**config.mk**
```make
export PLATFORM = sky130hd
export DESIGN_NAME = mclk_source_select
export DESIGN_NICKNAME = d
export VERILOG_FILES = /design/src/core/mclk_sel_pkg.sv /design/src/core/mclk_source_select.sv /design/src/core/rise_detect.sv
export VERILOG_INCLUDE_DIRS = /design/src /design/src/core
export SDC_FILE = /design/constraint.sdc
export NUM_CORES = 1
export LEC_CHECK = 0
export BUFFER_PORTS_ARGS = -buffer_cell sky130_fd_sc_hd__buf_2
export CAP_MARGIN = 0
export CELL_PAD_IN_SITES_DETAIL_PLACEMENT = 1
export CELL_PAD_IN_SITES_GLOBAL_PLACEMENT = 2
export CORE_MARGIN = 4
export CORE_UTILIZATION = 29
export DETAILED_ROUTE_END_ITERATION = 12
export PLACE_DENSITY_LB_ADDON = 0.3
export SYNTH_ARGS = -nofsm -noshare
export SYNTH_HDL_FRONTEND = slang
export SYNTH_SLANG_ARGS = --single-unit
```
**constraint.sdc**
```tcl
create_clock -name REF_CLK -period 2.4 [get_ports REF_CLK]
set_input_delay 0.48 -clock REF_CLK [delete_from_list [all_inputs] [get_ports REF_CLK]]
set_output_delay 0.48 -clock REF_CLK [all_outputs]
set_load 0.02 [all_outputs]
```
**src/core/mclk_sel_params.svh**
```systemverilog
// register offsets, field positions, reset values and ratio constants of the clock selector
`ifndef MCLK_SEL_PARAMS_SVH
`define MCLK_SEL_PARAMS_SVH

// register byte offsets
`define RATE_CFG_OFS      8'h00
`define POWER_CTRL_OFS    8'h04
`define CLOCK_OUT_OFS     8'h08
`define CLOCK_STATUS_OFS  8'h0C
`define MCLK_NOMINAL_OFS  8'h10

// rate_config_register fields
`define SPEED_MSB         7
`define SPEED_LSB         5
`define IFMT_MSB          4
`define IFMT_LSB          2
`define CLK_RST_BIT_POS   1
// power control fields
`define ADC_PS_POS        0
`define CODEC_PS_POS      1
// clock output control fields
`define BCK_OUT_EN_POS    0
`define FRM_OUT_EN_POS    1
`define FAMILY_44K_POS    4

// reset values
`define RATE_CFG_RST      8'h00
`define POWER_CTRL_RST    2'h0
`define CLOCK_OUT_RST     3'h0

// nominal master clock, 36.864 MHz and 33.8688 MHz, in Hz
`define MCLK_NOM_48K_HZ   32'h0232_8000
`define MCLK_NOM_44K_HZ   32'h0204_CC00

// pll multiply ratios, crystal source, codes 0..3
`define XT_NUM_0          7'h03
`define XT_DEN_0          2'h1
`define XT_NUM_1          7'h02
`define XT_DEN_1          2'h1
`define XT_NUM_2          7'h03
`define XT_DEN_2          2'h2
`define XT_NUM_3          7'h01
`define XT_DEN_3          2'h1
// pll multiply ratios, bit clock source, codes 0..3
`define BK_NUM_0          7'h0C
`define BK_NUM_1          7'h06
`define BK_NUM_2          7'h03
`define BK_NUM_3          7'h48

// sample mode codes forced by the bit clock ratio
`define FS_MODE_STD       3'h0
`define FS_MODE_DBL       3'h1
`define FS_MODE_QUAD      3'h2
`define FS_MODE_8K        3'h7

`endif

```
**src/core/mclk_sel_pkg.sv**
```systemverilog
// types shared by the master clock source selector
package mclk_sel_pkg;

  // reference feeding the pll
  typedef enum logic [1:0] {
    REF_CRYSTAL  = 2'h0,
    REF_BCK_IN   = 2'h1,
    REF_BCK_PIN  = 2'h2
  } ref_sel_t;

  // clock controller states
  typedef enum logic [1:0] {
    ST_HELD = 2'b01,
    ST_RUN  = 2'b10
  } ctl_state_t;

endpackage

```
**src/core/mclk_source_select.sv**
```systemverilog
// master clock source selector with apb control registers
`timescale 1ns/1ps
`include "mclk_sel_params.svh"

module mclk_source_select
  import mclk_sel_pkg::*;
#(
  parameter int ADDR_W = 8
) (
  input  wire logic                   REF_CLK,           // 20 MHz reference clock
  input  wire logic                   RST,               // async power-on reset, high
  input  wire logic                   PSEL,              // apb select
  input  wire logic                   PENABLE,           // apb access phase
  input  wire logic                   PWRITE,            // apb direction
  input  wire logic [ADDR_W-1:0]      PADDR,             // apb byte address
  input  wire logic [31:0]            PWDATA,            // apb write data
  output logic      [31:0]            PRDATA,            // apb read data
  output logic                        PREADY,            // apb ready
  output logic                        PSLVERR,           // apb error
  input  wire logic                   CLOCK_SOURCE_SELECT, // high crystal, low bit clock
  input  wire logic                   MASTER_RATIO_HI,   // ratio code bit 1
  input  wire logic                   MASTER_RATIO_LO,   // ratio code bit 0
  input  wire logic                   MASTER_SLAVE_SELECT, // high master, low slave
  input  wire logic                   EEPROM_PORT_SELECT, // selects shared clock pins
  input  wire logic                   INITIAL_RESET_N,   // initial reset, low
  input  wire logic                   SYSTEM_RESET_N,    // system reset, low
  input  wire logic                   CLOCK_RESET_PIN_N, // clock reset pin, low
  input  wire logic                   FRAME_CLOCK_IN,    // slave frame clock
  input  wire logic                   BIT_CLOCK_IN,      // slave bit clock
  input  wire logic                   BIT_CLOCK,         // shared bit clock pin, input side
  output logic                        FRAME_CLOCK_OUT,   // forwarded frame clock
  output logic                        BIT_CLOCK_OUT,     // forwarded bit clock
  output logic                        CLOCKS_HELD,       // internal clocks in reset
  output logic                        PLL_ENABLE,        // pll in use
  output mclk_sel_pkg::ref_sel_t      PLL_REF_SEL,       // pll reference
  output logic      [6:0]             PLL_MULT_NUM,      // multiply numerator
  output logic      [1:0]             PLL_MULT_DEN,      // multiply denominator
  output logic      [2:0]             SAMPLE_MODE,       // effective sample mode
  output logic                        CONFIG_VALID,      // selection has a clock
  output logic                        PHASE_ALIGN,       // one-cycle slave alignment pulse
  output logic                        ADC_POWER_SAVE,    // adc power save
  output logic                        CODEC_POWER_SAVE   // codec power save
);

  if (ADDR_W < 8) begin : g_addr_check
    $error("ADDR_W must be at least 8");
  end

  ctl_state_t  state_q;
  logic [7:0]  rate_cfg_q;
  logic [1:0]  power_q;
  logic [2:0]  clk_out_q;
  logic        cap_src_q;
  logic [1:0]  cap_code_q;
  logic        cap_master_q;
  logic        cap_ee_q;
  logic        hold_d;
  logic        release_q;
  logic        sys_rise_q;
  logic        slave_bck_d;
  logic        sel_bck_q;
  logic        apb_acc;
  logic        apb_wr;
  logic        map_hit;
  logic        wr_denied;
  logic [7:0]  offs;
  logic [31:0] rdata_d;

  assign offs    = PADDR[7:0];
  assign apb_acc = PSEL & PENABLE;
  assign apb_wr  = apb_acc & PWRITE;
  assign map_hit = (offs == `RATE_CFG_OFS) | (offs == `POWER_CTRL_OFS) |
                   (offs == `CLOCK_OUT_OFS) | (offs == `CLOCK_STATUS_OFS) |
                   (offs == `MCLK_NOMINAL_OFS);
  // rate config accepts writes only while system reset holds the core
  assign wr_denied = PWRITE & (offs == `RATE_CFG_OFS) & SYSTEM_RESET_N;

  // clock reset from initial reset, the pin or the register bit
  assign hold_d = ~INITIAL_RESET_N | ~CLOCK_RESET_PIN_N | rate_cfg_q[`CLK_RST_BIT_POS];

  // software registers, cleared by initial reset too
  always_ff @(posedge REF_CLK or posedge RST) begin
    if (RST) begin
      rate_cfg_q <= `RATE_CFG_RST;
      power_q    <= `POWER_CTRL_RST;
      clk_out_q  <= `CLOCK_OUT_RST;
    end else if (!INITIAL_RESET_N) begin
      rate_cfg_q <= `RATE_CFG_RST;
      power_q    <= `POWER_CTRL_RST;
      clk_out_q  <= `CLOCK_OUT_RST;
    end else if (apb_wr && !wr_denied) begin
      case (offs)
        `RATE_CFG_OFS:   rate_cfg_q <= {PWDATA[7:1], 1'b0};
        `POWER_CTRL_OFS: power_q    <= PWDATA[1:0];
        `CLOCK_OUT_OFS:  clk_out_q  <= {PWDATA[`FAMILY_44K_POS], PWDATA[1:0]};
        default:         rate_cfg_q <= rate_cfg_q;
      endcase
    end
  end

  // read mux
  always_comb begin
    rdata_d = 32'h0000_0000;
    case (offs)
      `RATE_CFG_OFS:     rdata_d = {24'h00_0000, rate_cfg_q};
      `POWER_CTRL_OFS:   rdata_d = {30'h000_0000, power_q};
      `CLOCK_OUT_OFS:    rdata_d = {27'h00_0000, clk_out_q[2], 2'h0, clk_out_q[1:0]};
      `CLOCK_STATUS_OFS: rdata_d = {19'h0000, sel_bck_q, SAMPLE_MODE, CONFIG_VALID, CLOCKS_HELD,
                                    PLL_ENABLE, PLL_REF_SEL, cap_ee_q, cap_master_q,
                                    cap_src_q, cap_code_q[0]};
      `MCLK_NOMINAL_OFS: rdata_d = clk_out_q[2] ? `MCLK_NOM_44K_HZ : `MCLK_NOM_48K_HZ;
      default:           rdata_d = 32'h0000_0000;
    endcase
  end

  // apb answer: zero wait states, error on unmapped or refused access
  always_ff @(posedge REF_CLK or posedge RST) begin
    if (RST) begin
      PRDATA  <= 32'h0000_0000;
      PREADY  <= 1'b0;
      PSLVERR <= 1'b0;
    end else begin
      PREADY  <= PSEL & ~PENABLE;
      PSLVERR <= PSEL & ~PENABLE & (~map_hit | wr_denied);
      PRDATA  <= (PSEL & ~PENABLE & ~PWRITE) ? rdata_d : 32'h0000_0000;
    end
  end

  // pins track only while the clock reset holds; open ratio pins pull low
  always_ff @(posedge REF_CLK or posedge RST) begin
    if (RST) begin
      cap_src_q    <= 1'b1;
      cap_code_q   <= 2'h0;
      cap_master_q <= 1'b0;
      cap_ee_q     <= 1'b0;
    end else if (hold_d) begin
      cap_src_q    <= CLOCK_SOURCE_SELECT;
      cap_code_q   <= {MASTER_RATIO_HI, MASTER_RATIO_LO};
      cap_master_q <= MASTER_SLAVE_SELECT;
      cap_ee_q     <= EEPROM_PORT_SELECT;
    end
  end

  rise_detect #(.INIT(1'b1)) u_hold_release (
    .clk    (REF_CLK),
    .rst    (RST),
    .level  (~hold_d),
    .rise_q (release_q)
  );

  rise_detect #(.INIT(1'b1)) u_sys_release (
    .clk    (REF_CLK),
    .rst    (RST),
    .level  (SYSTEM_RESET_N),
    .rise_q (sys_rise_q)
  );

  // controller state: held during clock reset, running after release
  always_ff @(posedge REF_CLK or posedge RST) begin
    if (RST) begin
      state_q <= ST_HELD;
    end else begin
      case (state_q)
        ST_HELD: if (release_q) state_q <= ST_RUN;
        ST_RUN:  if (hold_d) state_q <= ST_HELD;
        default: state_q <= ST_HELD;
      endcase
    end
  end

  assign CLOCKS_HELD = state_q[0];

  assign slave_bck_d = ~cap_src_q & ~cap_master_q;

  // pll setup applied once, at the release of the clock reset
  always_ff @(posedge REF_CLK or posedge RST) begin
    if (RST) begin
      PLL_ENABLE   <= 1'b0;
      PLL_REF_SEL  <= REF_CRYSTAL;
      PLL_MULT_NUM <= `XT_NUM_0;
      PLL_MULT_DEN <= `XT_DEN_0;
      CONFIG_VALID <= 1'b0;
    end else if (state_q == ST_HELD && release_q) begin
      CONFIG_VALID <= cap_src_q | ~cap_master_q;
      if (cap_src_q) begin
        PLL_REF_SEL <= REF_CRYSTAL;
        PLL_ENABLE  <= (cap_code_q != 2'h3);
        case (cap_code_q)
          2'h0: begin PLL_MULT_NUM <= `XT_NUM_0; PLL_MULT_DEN <= `XT_DEN_0; end
          2'h1: begin PLL_MULT_NUM <= `XT_NUM_1; PLL_MULT_DEN <= `XT_DEN_1; end
          2'h2: begin PLL_MULT_NUM <= `XT_NUM_2; PLL_MULT_DEN <= `XT_DEN_2; end
          default: begin PLL_MULT_NUM <= `XT_NUM_3; PLL_MULT_DEN <= `XT_DEN_3; end
        endcase
      end else begin
        PLL_REF_SEL  <= cap_ee_q ? REF_BCK_PIN : REF_BCK_IN;
        PLL_ENABLE   <= ~cap_master_q;
        PLL_MULT_DEN <= 2'h1;
        case (cap_code_q)
          2'h0:    PLL_MULT_NUM <= `BK_NUM_0;
          2'h1:    PLL_MULT_NUM <= `BK_NUM_1;
          2'h2:    PLL_MULT_NUM <= `BK_NUM_2;
          default: PLL_MULT_NUM <= `BK_NUM_3;
        endcase
      end
    end
  end

  // effective sample mode; bit clock source in slave mode overrides the speed field
  always_ff @(posedge REF_CLK or posedge RST) begin
    if (RST) begin
      SAMPLE_MODE <= `FS_MODE_STD;
    end else if (slave_bck_d) begin
      case (cap_code_q)
        2'h0:    SAMPLE_MODE <= `FS_MODE_STD;
        2'h1:    SAMPLE_MODE <= `FS_MODE_DBL;
        2'h2:    SAMPLE_MODE <= `FS_MODE_QUAD;
        default: SAMPLE_MODE <= `FS_MODE_8K;
      endcase
    end else begin
      SAMPLE_MODE <= rate_cfg_q[`SPEED_MSB:`SPEED_LSB];
    end
  end

  // slave clock pass-through on the dedicated pins, and the bit clock the pll takes
  always_ff @(posedge REF_CLK or posedge RST) begin
    if (RST) begin
      BIT_CLOCK_OUT   <= 1'b0;
      FRAME_CLOCK_OUT <= 1'b0;
      sel_bck_q       <= 1'b0;
    end else begin
      sel_bck_q       <= slave_bck_d & (cap_ee_q ? BIT_CLOCK : BIT_CLOCK_IN);
      BIT_CLOCK_OUT   <= ~cap_master_q & ~cap_ee_q & clk_out_q[`BCK_OUT_EN_POS] & BIT_CLOCK_IN;
      FRAME_CLOCK_OUT <= ~cap_master_q & ~cap_ee_q & clk_out_q[`FRM_OUT_EN_POS] & FRAME_CLOCK_IN;
    end
  end

  // phase alignment pulse at system reset release in slave mode
  always_ff @(posedge REF_CLK or posedge RST) begin
    if (RST) begin
      PHASE_ALIGN <= 1'b0;
    end else begin
      PHASE_ALIGN <= sys_rise_q & ~cap_master_q & ~CLOCKS_HELD;
    end
  end

  // power-save controls for the converters
  always_ff @(posedge REF_CLK or posedge RST) begin
    if (RST) begin
      ADC_POWER_SAVE   <= 1'b0;
      CODEC_POWER_SAVE <= 1'b0;
    end else begin
      ADC_POWER_SAVE   <= power_q[`ADC_PS_POS];
      CODEC_POWER_SAVE <= power_q[`CODEC_PS_POS];
    end
  end
endmodule // mclk_source_select

```
**src/core/rise_detect.sv**
```systemverilog
// registered rising-edge detector for a synchronous level
`timescale 1ns/1ps
module rise_detect #(
  parameter logic INIT = 1'b0
) (
  input  wire logic clk,    // reference clock
  input  wire logic rst,    // async reset, high
  input  wire logic level,  // level to watch
  output logic      rise_q  // one-cycle pulse after a low-to-high step
);

  logic last_q;

  // remember previous level and flag the step
  always_ff @(posedge clk or posedge rst) begin
    if (rst) begin
      last_q <= INIT;
      rise_q <= 1'b0;
    end else begin
      last_q <= level;
      rise_q <= level & ~last_q;
    end
  end

endmodule // rise_detect

```
==> results of run 1 <==
==> registers in the layout, indices dropped and copies added (netlist names), 2 cells and up <==
| signal | flops |
|---|---|
| PLL_MULT_DEN | 2 |
| PLL_MULT_NUM | 5 |
| PLL_REF_SEL | 2 |
| PRDATA | 16 |
| SAMPLE_MODE | 3 |
| cap_code_q | 2 |
| clk_out_q | 3 |
| power_q | 2 |
| rate_cfg_q | 7 |
| state_q | 2 |
==> worst max-delay path: stages <==
cell and delay (ps):
buf_2 100, or4_4 590, or4_1 690, nor2_1 200
==> layout make-up <==
class                           count  area, sq um  share of cell area (%)
Sequential cell                    61         1540                    46.2
Multi-Input combinational cell    159         1010                    30.3
Timing Repair Buffer               79          423                    12.7
Clock buffer                       10          138                    4.14
Tap cell                          108          135                    4.07
Clock inverter                      6         62.6                    1.88
Inverter                            6         22.5                   0.678
==> worst paths after layout <==
path | endpoint | cells past startpoint | slack [ps] | from
hold reg to reg | ADC_POWER_SAVE$_DFF_PP0_ | 0 | 420 | power_q[0]$_DFFE_PP0P_
max in group asynchronous | u_sys_release.last_q$_DFF_PP1_ | 3 | 1670 | RST
hold / removal | PRDATA[8]$_DFF_PP0_ | 2 | 110 | RST
setup reg to reg | PLL_MULT_NUM[2]$_DFFE_PP0P_ | 3 | 1010 | state_q[0]$_DFFE_PP1P_
setup / recovery | PRDATA[5]$_DFF_PP0_ | 4 | 580 | PADDR[0]
min in group REF_CLK | u_sys_release.last_q$_DFF_PP1_ | 1 | 280 | SYSTEM_RESET_N
==> power groups by stage <==
stage | sequential [uW] | clock, uW | combinational [uW]
4_1_cts | 1140 | 936 | 315
6_report | 1140 | 903 | 307
5_1_grt | 1150 | 989 | 342
3_3_place_gp | 1160 | 0 | 311
2_1_floorplan | 1200 | 0 | 161
3_5_place_dp | 1160 | 0 | 314
==> cells in the final DEF, fill, tap and decap left out, types with 7 or more instances in the layout <==
| master | instances |
|---|---|
| buf_2 | 73 |
| clkbuf_8 | 10 |
| conb_1 | 14 |
| dfrtp_1 | 54 |
| dfstp_2 | 7 |
| mux2_2 | 7 |
| mux2i_1 | 14 |
| nand2_1 | 37 |
| nor2_1 | 17 |
| o21ai_0 | 10 |
==> per-layer routing <==
metal  wire length (microns)  track usage, %  vias to the layer above
met1                    3020            16.0                      934
li1                        -               -                      932
met2                    3050            19.3                       61
met4                      87            5.98                        0
met5                       0               0                        -
met3                     329            3.23                        5
==> logic make-up after synthesis <==
| logic type | count (synthesis) |
|---|---|
| simple gates | 89 |
| other cells | 1 |
| fa+ha+maj | 6 |
| compound gates | 28 |
| flops | 61 |
| buf+inv | 33 |
| mux | 22 |
==> stage by stage <==
step                utilization, %  area, sq um
global placement              35.1         3120
CTS                           37.4         3320
global route                  37.4         3320
finish                        37.4         3320
detailed placement            35.1         3120
floorplan                        -         2740
==> impl_metrics.csv, run 1 <==
group,metric,value,unit
timing,timing.final.hold_violations,0,
flow_run,drv_cap,0,
route,via_per_inst,4.50,
logic_synthesis,yosysMostFrequentCell,"dfrtp_1",
logic_synthesis,yosysWarnings,0,
clock_network,path_clk_slew,70,ps
power_and_ir_drop,p_total,2350,uW
timing,finalSetupTns,0,ps
timing,tightest_slew,619,ps
logic_synthesis,synth_area_leaders,"dfrtp_1 50%, dfstp_2 6.8%, mux2i_1 5.2%",
timing,slew_headroom,58.6,%
final_layout,fill_cells,1017,
logic_synthesis,synth-xor-area-share,0,%
clock_network,insertion_delay,330,ps
timing,hold_slack,115,ps
power_and_ir_drop,vdd_ir_drop_max,0.216,mV
logic_synthesis,syn_inst,240,
timing,rsz0062_at_grt,"false",
critical_path,crit_path_start_kind,"input pin",
placed_design,io_buffers,73,
grt,grt.overflow.total,0,
floorplanning,core_area,0.00889,sq mm
route,wl,6480,microns
power_and_ir_drop,clkPwrFrac,38.4,%
critical_path,crit_arrival,2070,ps
floorplanning,fp.dieH,104,microns
logic_synthesis,synth_top_area_share,50.2,%
grt,grt_max_degree,47,
final_layout,drive_gt1_share,36.1,%
run_status,run_status,"completed",
clock_network,cts-buffers-inserted,9,
logic_synthesis,yosys.area_share.adder,2.79,%
timing,timing.final.ws_setup,582,ps
power_and_ir_drop,pwr-share-seq,48.5,%
route,firstDrtPassIters,4,
timing,fin_crit,1820,ps
logic_synthesis,muxShareOfSynthArea,8.96,%
route,drtIter0Drc,55,
logic_synthesis,synth-edff-count,0,
logic_synthesis,yosysSeqAreaShare,57.0,%
route,vias,1932,
clock_network,ctsResizeCount,0,
floorplanning,row_count,34,
final_layout,nNetsFinal,378,
logic_synthesis,synth.avg_cell_area,11.2,sq um
timing,clock-skew-final,11.8,ps
clock_network,post-cts-setup-buffers,0,
clock_network,ctsHoldBuffers,0,
power_and_ir_drop,switchingPower,644,uW
floorplanning,io_pins,112,
logic_synthesis,synth_compound_area_share,6.60,%
placed_design,post-place-ws,227,ps
timing,drv_slew,0,
final_layout,syn2layout_area_growth,23.4,%
logic_synthesis,syn_area,0.00269,sq mm
route,drc,0,
power_and_ir_drop,combPwrFrac,13.0,%
hold_path,holdCritPathClass,"input pin to asynchronous set/reset pin",
clock_network,cts.htree.levels,3,
critical_path,path_max_fanout,8,
timing,setup_viol,0,
critical_path,critPathCaptureType,"flip-flop",
floorplanning,die_w,104,microns
logic_synthesis,ys_ff_latch,61,
grt,antenna_found_initial,0,
power_and_ir_drop,p_sw_share,27.4,%
route,drtAntennaViolNets,0,
placed_design,placed_cells,413,
logic_synthesis,yosys.area_share.simple,17.1,%
placed_design,gp_congestion,0.744,
critical_path,cp.required,2650,ps
logic_synthesis,synthTopCellsByCount,"54 x dfrtp_1, 37 x nand2_1, 18 x buf_4",
logic_synthesis,synth_top_family_by_area,"simple AND/OR/NAND/NOR gates",
timing,clock.fmax,550,MHz
power_and_ir_drop,leakage,0.00167,uW
placed_design,dp_hpwl,4950,microns
logic_synthesis,synthArstFlopShare,100,%
grt,track_usage,12.4,%
clock_network,cts_sinks,61,
clock_network,cts-root-buf,"clkbuf_8",
route,wl_per_cell,15.1,microns
timing,post-route-period-util,75.8,%
floorplanning,initial_core_util,30.3,%
clock_network,tritoncts,"built",
final_layout,diodes,0,
logic_synthesis,synth_cell_types,42,
critical_path,critPathKind,"input pin to flip-flop",
floorplanning,dieArea,0.0109,sq mm
grt,grt_pass1_wl,10700,microns
logic_synthesis,synth_top_area_cell,"dfrtp_1",
grt,grt_pass1_vias,2075,
clock_network,clock_path_buffers,2,
power_and_ir_drop,power.density,707,mW/mm^2
logic_synthesis,ys.flop_type,"dfrtp_1",
final_layout,fin_cells,429,
power_and_ir_drop,power.internal,1710,uW
Note: power is estimated with default switching activity, not from simulation.
==> run 2, diff against run 1 <==
==> constraint.sdc (replaced) <==
create_clock -name REF_CLK -period 1.8 [get_ports REF_CLK]
set_input_delay 0.36 -clock REF_CLK [delete_from_list [all_inputs] [get_ports REF_CLK]]
set_output_delay 0.36 -clock REF_CLK [all_outputs]
set_load 0.02 [all_outputs]
==> impl_metrics.csv, run 2 (synthesis gave the netlist of run 1 again) <==
group,metric,value,unit
clock_network,clock_path_buffers,2,
clock_network,cts-buffers-inserted,9,
timing,fin_crit,1580,ps
final_layout,final_common_cell,"buf_2",
clock_network,cts_sinks,61,
timing,drv_slew,0,
power_and_ir_drop,power.density,966,mW/mm^2
floorplanning,io_pins,112,
route,drc,0,
floorplanning,core_area,0.00889,sq mm
final_layout,drive_gt1_share,37.7,%
route,wl_per_cell,15.2,microns
clock_network,ctsHoldBuffers,0,
clock_network,cts.htree.levels,3,
placed_design,dp_hpwl,4990,microns
route,drtIter0Drc,38,
final_layout,nNetsFinal,386,
route,via_per_inst,4.48,
critical_path,crit_arrival,1840,ps
placed_design,io_buffers,73,
clock_network,tritoncts,"built",
critical_path,critPathKind,"input pin to flip-flop",
final_layout,final_cell_mix,"73 x buf_2, 54 x dfrtp_1, 37 x nand2_1",
power_and_ir_drop,leakage,0.00172,uW
timing,rsz0062_at_grt,"false",
timing,timing.final.hold_violations,0,
placed_design,post-place-ws,-125,ps
final_layout,syn2layout_area_growth,27.1,%
final_layout,top_regs,"PRDATA: 16 flops, rate_cfg_q: 7 flops, PLL_MULT_NUM: 5 flops",
route,wl,6660,microns
route,vias,1959,
floorplanning,row_count,34,
floorplanning,dieArea,0.0109,sq mm
flow_run,drv_cap,0,
timing,clock.fmax,633,MHz
clock_network,post-cts-setup-buffers,0,
grt,grt_pass1_vias,2073,
power_and_ir_drop,vdd_ir_drop_max,0.323,mV
clock_network,path_clk_slew,70,ps
route,drtAntennaViolNets,0,
timing,clock-skew-final,11.0,ps
timing,post-route-period-util,87.7,%
grt,track_usage,12.9,%
final_layout,top_register,"PRDATA",
final_layout,diodes,0,
timing,setup_viol,0,
hold_path,holdCritPathClass,"input pin to asynchronous set/reset pin",
timing,timing.final.ws_setup,221,ps
clock_network,ctsResizeCount,0,
run_status,run_status,"completed",
placed_design,gp_congestion,0.732,
floorplanning,initial_core_util,30.3,%
critical_path,critPathCaptureType,"flip-flop",
grt,antenna_found_initial,0,
route,firstDrtPassIters,3,
floorplanning,die_w,104,microns
clock_network,insertion_delay,340,ps
clock_network,cts-root-buf,"clkbuf_8",
floorplanning,fp.dieH,104,microns
critical_path,cp.required,2060,ps
final_layout,largest_reg_flops,16,
timing,finalSetupTns,0,ps
grt,grt.overflow.total,0,
grt,grt_max_degree,62,
final_layout,fill_cells,1027,
critical_path,path_max_fanout,7,
grt,grt_pass1_wl,11000,microns
critical_path,crit_path_start_kind,"input pin",
[run 2: cell types whose count changed in the layout (fill, tap and decap cells not counted)]
cell | before | now
clkinv_4 | 0 | 1
buf_12 | 1 | 2
buf_4 | 5 | 12
inv_2 | 1 | 0
clkinvlp_4 | 3 | 2
bufinv_16 | 1 | 2
[run 2: cell type report]
class	instances	area [sq um]	share of cell area, %
sequential	61	1540	44.8
multi-input combinational	159	1010	29.4
timing repair buffer	87	495	14.5
clock buffer	10	138	4.02
tap	108	135	3.95
clock inverter	6	86.3	2.52
inverter	6	26.3	0.768
[run 2: worst max-delay path, stage by stage]
cell and delay [ps]:
buf_2 100, or4_4 530, buf_4 180, nor4_4 300, buf_12 170, mux2i_1 190
[run 2: where the power goes]
group          internal (uW)  total, uW  switching, uW
Sequential              1460       1520           60.2
Combinational            151        421            270
Clock                    814       1370            551
Total                   2430       3310            881
[run 2: path summary, 6_finish.rpt]
path / startpoint / depth (start not counted) / to / slack (ps)
setup / recovery: PADDR[0] / 6 / rate_cfg_q[7]$_DFFE_PP0P_ / 220
hold / removal: RST / 3 / PLL_MULT_DEN[1]$_DFFE_PP0P_ / 90
setup reg to reg: state_q[0]$_DFFE_PP1P_ / 3 / PLL_MULT_NUM[2]$_DFFE_PP0P_ / 370
hold reg to reg: power_q[0]$_DFFE_PP0P_ / 0 / ADC_POWER_SAVE$_DFF_PP0_ / 410
max in group asynchronous: RST / 3 / PLL_MULT_DEN[0]$_DFFE_PP1P_ / 1380
min in group REF_CLK: SYSTEM_RESET_N / 1 / u_sys_release.last_q$_DFF_PP1_ / 150
[run 2: metrics by stage]
stage	hold WS [ps]	std cells	power [uW]	cell area, sq um	utilization [%]
floorplan	364	253	1820	2750	-
global placement	395	421	1970	3200	36.0
detailed placement	396	421	1980	3200	36.0
CTS	101	437	3370	3420	38.5
global route	113	437	3490	3420	38.5
finish	92.2	437	3310	3420	38.5
[run 2: metal layers]
layer	routed length, microns	global-route usage, %	vias up
met5	0	0	-
li1	-	-	952
met2	3200	19.6	54
met1	3070	17.3	947
met4	95	5.41	0
met3	294	3.66	6
